File: config.mk
export PLATFORM = sky130hd
export DESIGN_NAME = sscs_selector
export DESIGN_NICKNAME = d
export VERILOG_FILES = /design/src/sscs_pkg.sv /design/src/sscs_selector.sv /design/src/sscs_stage_unit.sv
export SDC_FILE = /design/constraint.sdc
export NUM_CORES = 1
export LEC_CHECK = 0
export BUFFER_PORTS_ARGS = -buffer_cell sky130_fd_sc_hd__buf_2
export CAP_MARGIN = 20
export CORE_MARGIN = 5
export CORE_UTILIZATION = 35
export DETAILED_ROUTE_END_ITERATION = 12
export GPL_TIMING_DRIVEN = 0
export PLACE_DENSITY_LB_ADDON = 0.2
export REMOVE_ABC_BUFFERS = 1
export SYNTH_ARGS = -nofsm -noshare
export SYNTH_HDL_FRONTEND = slang
export SYNTH_SLANG_ARGS = --single-unit
File: constraint.sdc
create_clock -name CLK_SYS_IN -period 1.4 [get_ports CLK_SYS_IN]
set_input_delay 0.28 -clock CLK_SYS_IN [delete_from_list [all_inputs] [get_ports CLK_SYS_IN]]
set_output_delay 0.28 -clock CLK_SYS_IN [all_outputs]
set_load 0.01 [all_outputs]
File: src/sscs_pkg.sv
// constants and types shared by the stage sequence command selector
package sscs_pkg;
   localparam int unsigned WORD_W      = 15;
   localparam int unsigned CODE_W      = 8;
   localparam int unsigned SEL_W       = 5;
   localparam int unsigned NUM_OUT     = 112;
   localparam int unsigned CNT_W       = 4;
   // word field positions, bit 14 shifted first
   localparam int unsigned CODE_LSB    = 7;
   localparam int unsigned SEL_LSB     = 2;
   localparam int unsigned READ_BIT    = 1;
   localparam int unsigned RST_BIT     = 0;
   localparam logic [CNT_W-1:0] LAST_BIT = 4'hE;
   localparam logic [CODE_W-1:0] CODE_ZERO = 8'h00;
   localparam logic [NUM_OUT-1:0] OUT_ZERO = '0;
   // stage unit address decode: stage n answers to select bit n
   localparam int unsigned NUM_STAGE   = 5;
   localparam int unsigned CMD_GAP_MS  = 100;
   localparam int unsigned CLK_HZ      = 40000000;

   typedef enum logic [2:0] {
      SH_IDLE  = 3'h1,
      SH_SHIFT = 3'h2,
      SH_APPLY = 3'h4
   } sscs_shift_t;
endpackage : sscs_pkg

File: src/sscs_selector.sv
// stage sequence command selector: serial word register and stage units
// How it works
// RULE1 - each stage unit drives at most one of its 112 outputs
// RULE2 - commands arrive at most every 100 ms; each completes far sooner
// RULE3 - 15-bit word shifts in serially and is held complete
// RULE4 - word splits into 8-bit code, 5 selects, read bit, reset bit
// RULE5 - read bit makes addressed unit drive its stored code's output
// RULE6 - reset bit clears every stage unit's stored bits
// RULE7 - select field picks which stage units take the code
// RULE8 - per-unit zero status true when all stored bits are zero
// RULE9 - per-unit internal power status output
// RULE10 - ground equipment and computer words behave identically
// RULE11 - outputs only pulse with read; all quiet after reset
// RULE12 - word shifts in most significant bit first
// RULE13 - stored code returns complemented on eight verify lines
// RULE14 - complemented code form executes as well
// RULE15 - read also auto-resets the unit
// RULE16 - computer checks verify lines zero before commanding
module sscs_selector (
   input  wire logic                       CLK_SYS_IN,   // 40 MHz clock
   input  wire logic                       RESET_IN,     // sync reset
   input  wire logic                       SER_STROBE_IN, // output transfer
   input  wire logic                       SER_DATA_IN,  // serial bit
   input  wire logic                       GSE_STROBE_IN, // ground strobe
   input  wire logic                       GSE_DATA_IN,  // ground bit
   input  wire logic [sscs_pkg::NUM_STAGE-1:0] INT_POWER_IN, // power pins
   output logic [sscs_pkg::WORD_W-1:0]     CMD_WORD_OUT, // held word
   output logic                            BUSY_OUT,     // shifting
   output logic [sscs_pkg::NUM_STAGE*sscs_pkg::NUM_OUT-1:0] CHAN_OUT, // outs
   output logic [sscs_pkg::NUM_STAGE*sscs_pkg::CODE_W-1:0]  VERIFY_OUT, // ver
   output logic [sscs_pkg::NUM_STAGE-1:0]  ZERO_OUT,     // unit clear
   output logic [sscs_pkg::NUM_STAGE-1:0]  INT_POWER_OUT // on internal power
);
   // pin inputs pass two flops
   logic [3:0] s1_q, s2_q;
   logic [sscs_pkg::NUM_STAGE-1:0] p1_q, p2_q;
   always_ff @(posedge CLK_SYS_IN) begin
      s1_q <= {SER_STROBE_IN, SER_DATA_IN, GSE_STROBE_IN, GSE_DATA_IN};
      s2_q <= s1_q;
      p1_q <= INT_POWER_IN;
      p2_q <= p1_q;
   end
   logic stb, dat, stb_prev_q;
   // either source feeds the same register path
   assign stb = s2_q[3] | s2_q[1];                                  // RULE10
   assign dat = s2_q[3] ? s2_q[2] : s2_q[0];

   sscs_pkg::sscs_shift_t st_q, st_d;
   logic [sscs_pkg::WORD_W-1:0] sh_q, sh_d, word_q, word_d;
   logic [sscs_pkg::CNT_W-1:0]  cnt_q, cnt_d;
   logic apply_q, apply_d;

   always_comb begin
      st_d    = st_q;
      sh_d    = sh_q;
      word_d  = word_q;
      cnt_d   = cnt_q;
      apply_d = 1'b0;
      case (st_q)
         sscs_pkg::SH_IDLE: begin
            if (stb && !stb_prev_q) begin
               sh_d  = {sh_q[sscs_pkg::WORD_W-2:0], dat};          // RULE12
               cnt_d = '0;
               st_d  = sscs_pkg::SH_SHIFT;
            end
         end
         sscs_pkg::SH_SHIFT: begin
            if (stb && !stb_prev_q) begin
               sh_d  = {sh_q[sscs_pkg::WORD_W-2:0], dat};          // RULE3
               cnt_d = cnt_q + 4'h1;
               if (cnt_q + 4'h1 == sscs_pkg::LAST_BIT)
                  st_d = sscs_pkg::SH_APPLY;
            end
         end
         sscs_pkg::SH_APPLY: begin
            word_d  = sh_q;                                         // RULE3
            apply_d = 1'b1;
            st_d    = sscs_pkg::SH_IDLE;
         end
         default: st_d = sscs_pkg::SH_IDLE;
      endcase
   end

   always_ff @(posedge CLK_SYS_IN) begin
      if (RESET_IN) begin
         st_q       <= sscs_pkg::SH_IDLE;
         sh_q       <= '0;
         word_q     <= '0;
         cnt_q      <= '0;
         apply_q    <= 1'b0;
         stb_prev_q <= 1'b0;
         BUSY_OUT   <= 1'b0;
         INT_POWER_OUT <= '0;
      end else begin
         st_q       <= st_d;
         sh_q       <= sh_d;
         word_q     <= word_d;
         cnt_q      <= cnt_d;
         apply_q    <= apply_d;
         stb_prev_q <= stb;
         BUSY_OUT   <= (st_d != sscs_pkg::SH_IDLE);
         INT_POWER_OUT <= p2_q;                                     // RULE9
      end
   end
   assign CMD_WORD_OUT = word_q;

   // field split
   logic [sscs_pkg::CODE_W-1:0] code;
   logic [sscs_pkg::SEL_W-1:0]  sel;
   assign code = word_q[sscs_pkg::CODE_LSB +: sscs_pkg::CODE_W];    // RULE4
   assign sel  = word_q[sscs_pkg::SEL_LSB +: sscs_pkg::SEL_W];      // RULE4

   genvar g;
   generate
      for (g = 0; g < sscs_pkg::NUM_STAGE; g++) begin : g_stage
         sscs_stage_unit u_unit (
            .clk_in     (CLK_SYS_IN),
            .rst_in     (RESET_IN),
            .load_in    (apply_q && !word_q[sscs_pkg::READ_BIT]),
            .sel_in     (sel[g]),                                   // RULE7
            .read_in    (apply_q && word_q[sscs_pkg::READ_BIT]),    // RULE5
            .clr_in     (apply_q && word_q[sscs_pkg::RST_BIT]),     // RULE6
            .code_in    (code),
            .chan_out   (CHAN_OUT[g*sscs_pkg::NUM_OUT +: sscs_pkg::NUM_OUT]),
            .verify_out (VERIFY_OUT[g*sscs_pkg::CODE_W +: sscs_pkg::CODE_W]),
            .zero_out   (ZERO_OUT[g])                               // RULE8
         );
      end
   endgenerate

   property p_word;
      @(posedge CLK_SYS_IN) disable iff (RESET_IN)
         apply_q |-> (CMD_WORD_OUT == $past(sh_q));
   endproperty
   a_word: assert property (p_word) else $error("word not held"); // RULE3
   property p_done;
      @(posedge CLK_SYS_IN) disable iff (RESET_IN)
         (st_q == sscs_pkg::SH_APPLY)
         |=> !BUSY_OUT ##1 (st_q == sscs_pkg::SH_IDLE);
   endproperty
   a_done: assert property (p_done) else $error("apply slow"); // RULE2
   c_word: cover property (@(posedge CLK_SYS_IN) disable iff (RESET_IN)
      apply_q && word_q[sscs_pkg::READ_BIT]);
   c_gse: cover property (@(posedge CLK_SYS_IN) disable iff (RESET_IN)
      s2_q[1] && !s2_q[3]);
endmodule // sscs_selector

File: src/sscs_stage_unit.sv
// one stage selector unit: code store, verify, decode, execute
module sscs_stage_unit (
   input  wire logic                          clk_in,       // system clock
   input  wire logic                          rst_in,       // sync reset
   input  wire logic                          load_in,      // store code pulse
   input  wire logic                          sel_in,       // unit addressed
   input  wire logic                          read_in,      // execute pulse
   input  wire logic                          clr_in,       // forced reset
   input  wire logic [sscs_pkg::CODE_W-1:0]   code_in,      // function code
   output logic      [sscs_pkg::NUM_OUT-1:0]  chan_out,     // output circuits
   output logic      [sscs_pkg::CODE_W-1:0]   verify_out,   // complement lines
   output logic                               zero_out      // register clear
);
   logic [sscs_pkg::CODE_W-1:0]  code_q, code_d;
   logic                         latched_q, latched_d;
   logic [sscs_pkg::NUM_OUT-1:0] chan_q, chan_d;
   logic [sscs_pkg::CODE_W-1:0]  idx;

   always_comb begin
      code_d    = code_q;
      latched_d = latched_q;
      chan_d    = sscs_pkg::OUT_ZERO;                             // RULE11
      // complement form executes too: pick true form if in range
      idx = (code_q < 8'(sscs_pkg::NUM_OUT)) ? code_q : ~code_q;  // RULE14
      if (clr_in) begin
         code_d    = sscs_pkg::CODE_ZERO;                         // RULE6
         latched_d = 1'b0;
      end else if (sel_in && read_in && latched_q) begin
         if (idx < 8'(sscs_pkg::NUM_OUT))
            chan_d[idx[6:0]] = 1'b1;                              // RULE1 RULE5
         code_d    = sscs_pkg::CODE_ZERO;                         // RULE15
         latched_d = 1'b0;
      end else if (sel_in && load_in) begin                       // RULE7
         code_d    = code_in;
         latched_d = 1'b1;
      end
   end

   always_ff @(posedge clk_in) begin
      if (rst_in) begin
         code_q    <= sscs_pkg::CODE_ZERO;
         latched_q <= 1'b0;
         chan_q    <= sscs_pkg::OUT_ZERO;
         verify_out <= sscs_pkg::CODE_ZERO;
         zero_out  <= 1'b1;
      end else begin
         code_q    <= code_d;
         latched_q <= latched_d;
         chan_q    <= chan_d;
         // verify lines read zero when nothing is latched
         verify_out <= latched_d ? ~code_d : sscs_pkg::CODE_ZERO; // RULE13
         zero_out  <= (code_d == sscs_pkg::CODE_ZERO) && !latched_d; // RULE8
      end
   end
   assign chan_out = chan_q;

   property p_onehot;
      @(posedge clk_in) disable iff (rst_in) $onehot0(chan_q);
   endproperty
   a_onehot: assert property (p_onehot) else $error("two outputs on"); // RULE1
   property p_verify;
      @(posedge clk_in) disable iff (rst_in)
         (sel_in && load_in && !clr_in && !read_in && !latched_q)
         |=> (verify_out == ~$past(code_in));
   endproperty
   a_verify: assert property (p_verify) else $error("bad verify"); // RULE13
   property p_clear;
      @(posedge clk_in) disable iff (rst_in)
         clr_in |=> (zero_out && code_q == sscs_pkg::CODE_ZERO);
   endproperty
   a_clear: assert property (p_clear) else $error("reset not clear"); // RULE6
   property p_exec;
      @(posedge clk_in) disable iff (rst_in)
         (sel_in && read_in && latched_q && !clr_in && code_q == 8'h05)
         |=> chan_q[5] ##1 (chan_q == sscs_pkg::OUT_ZERO);
   endproperty
   a_exec: assert property (p_exec) else $error("exec fault"); // RULE5
   property p_auto;
      @(posedge clk_in) disable iff (rst_in)
         (sel_in && read_in && latched_q) |=> zero_out;
   endproperty
   a_auto: assert property (p_auto) else $error("no auto reset"); // RULE15
   property p_nosel;
      @(posedge clk_in) disable iff (rst_in)
         (!sel_in && !clr_in) |=> $stable(code_q);
   endproperty
   a_nosel: assert property (p_nosel) else $error("unaddressed load"); // RULE7
   property p_idle;
      @(posedge clk_in) disable iff (rst_in)
         !(read_in && sel_in) |=> (chan_q == sscs_pkg::OUT_ZERO);
   endproperty
   a_idle: assert property (p_idle) else $error("output w/o read"); // RULE11
   c_exec: cover property (@(posedge clk_in) disable iff (rst_in)
      chan_q != sscs_pkg::OUT_ZERO);
   c_comp: cover property (@(posedge clk_in) disable iff (rst_in)
      read_in && sel_in && latched_q && code_q >= 8'(sscs_pkg::NUM_OUT));
endmodule // sscs_stage_unit

==> impl_metrics.ini <==
[status]
status = complete, but fails checks
violations = negative setup slack

[grt]
grt_overflow_total = 0
grt_pass1_vias = 16500
grt_max_degree = 49
grt.total_usage_pct = 20.3
antenna_found_initial = 0
grt_pass1_wl_um = 102000

[yosys]
synth-seq-cells = 713
synth_top_area_share_pct = 68.2
synth-edff-count = 0
yosysTopAreaCell = dfxtp_1
ys_top_cells_by_area = dfxtp_1 68%, nor2_1 11%, nand2_1 2.4%, mux2i_1 2.0%, o22ai_1 1.7%
synth_cell_types = 53
yosysMostFrequentCell = dfxtp_1
ys_seq_area_share_pct = 68.2
synth.avg_cell_area_um2 = 10.3
syn_area_mm2 = 0.0209
synthesis.instances = 2023
synthArstFlopShare_pct = 0
ys.flop_type = dfxtp_1
synth_commonest_cells = 713 x dfxtp_1, 637 x nor2_1, 132 x nand2_1
yosysWarningCount = 0

[critical_path]
cp_top_family = buffers and inverters
critPathKind = flop to flop
cp_slowest_cell = dfxtp_4
path_depth = 9
worst-path-buf-inv = 5
arrival_ns = 2.26
cp-start-kind = flop
max_stage_delay_ns = 0.36
critPathMostFrequentCell = buf_12
cp.required_ns = 1.93
r2r_cells = 9
cp-end-kind = flop
cp_cell_sequence = nand4bb_4 -> buf_12 -> buf_12 -> buf_12 -> nor2_4 -> buf_12 -> buf_16 -> nand2_8 -> nor2_1
worst-path-max-fanout = 8

[power_and_ir_drop]
p_switching_uw = 8440
seq_power_share_pct = 50.9
pwr-share-comb_pct = 1.5
internal_power_uw = 31800
leakage_uw = 0.0136
power_frac_clock_pct = 47.6
swShare_pct = 21.0
peakVddDrop_mv = 0.976
power.density_mw_per_mm2 = 1280

[sta]
fin_crit_sh_pct = 123
hold_viol = 0
finalCriticalPeriod_ns = 1.73
fin_worst_skew_ns = 0.0177
max-slew-margin-rel_pct = 51.1
fin_ws_ns = -0.326
max_freq_mhz = 579
setup_violations = 597
hold_slack_ns = 0.163
rsz0062_at_grt = true
worstMarginPinSlew_ns = 0.729
report.final.slew_viol_count = 0

[finish]
areaGrowthSynthToFinish_pct = 50.7
post-route-util_pct = 53.3
n_antenna_cell = 0
final_nets = 2798
layout.cells.non_filler = 3610
drive_gt1_share_pct = 48.0
stdcell_area_mm2 = 0.0315
layout.filler_cells = 5073

[die]
ios = 637
core_mm2 = 0.0591
start_util_pct = 35.4
num_rows = 89
die_w_um = 255
dieHeight_um = 255
dieArea_mm2 = 0.0648

[routing]
drt-wirelength-per-cell_um = 19.7
drt_iter0_drc = 827
antenna_left = 0
viasPerCell = 4.68
drcViolationCount = 0
num_vias = 16900
first_pass_iters = 6
wl_um = 71000

[worst_hold_path]
hold_depth = 2
hold_class = primary input to flop

[job]
cap_violations = 0

[clock_network]
cts-root-buf = clkbuf_16
clkLatencyLatePin_ns = 0.61
clkSinkCount = 713
clockBufferDepth = 3
clk_pin_slew_ns = 0.06
cts_tree = built
cts_max_level = 3
cts_buffers = 72

[placement]
numPortBuffers = 636
dpl_cell_area_mm2 = 0.0246
dp.final_hpwl_um = 47900
gp_congestion = 0.797
dp_cells = 3338
[logic make-up after synthesis]
group / count (synthesis) / synth area share [%]
simple gates: 968 / 20.0
mux: 42 / 2.01
fa+ha+maj: 2 / 0.120
buf+inv: 111 / 2.86
compound gates: 187 / 6.77
flops: 713 / 68.2
[stage by stage]
step	setup TNS [ns]	power [µW]	worst slack, ns
after global placement	-701.51	21500	-1.41
after detailed placement	-704.82	21500	-1.42
final	-105.87	40200	-0.326
after global routing	-150.48	41500	-0.387
after floorplan	-103.55	21200	-0.310
after CTS	-85.14	40600	-0.316
[area by class of cell]
cell class	instances	area, µm²	area share, %
tap	773	967	3.07
inverter	10	56.3	0.179
sequential	713	14400	45.7
timing repair buffer	788	5180	16.4
clock inverter	26	314	0.996
clock buffer	100	2070	6.56
multi-input combinational	1200	8550	27.1
[path summary, 6_finish.rpt]
check | start | endpoint | slack (ns)
worst min-delay path | RESET_IN | INT_POWER_OUT[0] | 0.16
worst max register to register | CMD_WORD_OUT[0] | g_stage[2].u_unit.chan_out[80] | -0.33
worst max-delay path | CMD_WORD_OUT[0] | g_stage[2].u_unit.chan_out[80] | -0.33
worst min register to register | p1_q[2] | p2_q[2] | 0.32
[power by group through the flow]
stage	clock network, µW	registers (µW)	logic [µW]
3_5_place_dp	0	21000	556
6_report	19100	20500	614
2_1_floorplan	0	21000	206
5_1_grt	20400	20500	667
3_3_place_gp	0	21000	555
4_1_cts	19500	20500	591
[layer usage]
metal | global-route usage [%] | wire length, µm | share of wire, % | up-vias
met2 | 36.4 | 37200 | 52 | 483
met4 | 7.26 | 2250 | 3.2 | 0
met1 | 24.3 | 28100 | 40 | 8171
met5 | 0 | 0 | 0 | -
li1 | - | - | - | 8093
met3 | 3.88 | 3440 | 4.8 | 130
[state kept, by name (all words and copies together) (netlist names)]
register and cells:
apply_q 1, p1_q 5, s1_q 4, BUSY_OUT 1, stb_prev_q 1, sh_q 15
g_stage.u_unit.verify_out 40, g_stage.u_unit.code_q 40, CMD_WORD_OUT 15, cnt_q 4, g_stage.u_unit.latched_q 5, g_stage.u_unit.chan_out 560
st_q 3, s2_q 4, p2_q 5, INT_POWER_OUT 5, g_stage.u_unit.zero_out 5
[timing repair]
item	4_1_cts	5_1_grt
resized for setup	411	277
endpoints found under the hold margin	9	0
pin swaps	51	20
hold buffers	9	0
endpoints found under the setup margin	717	751
buffers inserted	127	9
cloned	1	2
[placed cells by master (no fill, tap or decap), types with 12 or more instances in the layout]
cell / count
a21oi_1: 31
a21oi_4: 32
a31oi_4: 14
and2_1: 33
buf_12: 48
buf_2: 624
buf_4: 70
buf_6: 30
clkbuf_1: 14
clkbuf_16: 75
clkbuf_8: 12
dfxtp_1: 671
dfxtp_2: 13
dfxtp_4: 29
mux2i_1: 42
nand2_1: 83
nand2_2: 12
nand2_4: 16
nand2_8: 36
nand2b_1: 27
nand3b_1: 20
nor2_1: 432
nor2_2: 115
nor2_4: 96
nor2b_1: 14
nor3_1: 13
nor3_2: 23
o22ai_1: 28
o22ai_2: 37
(Power assumes the default switching activity.)
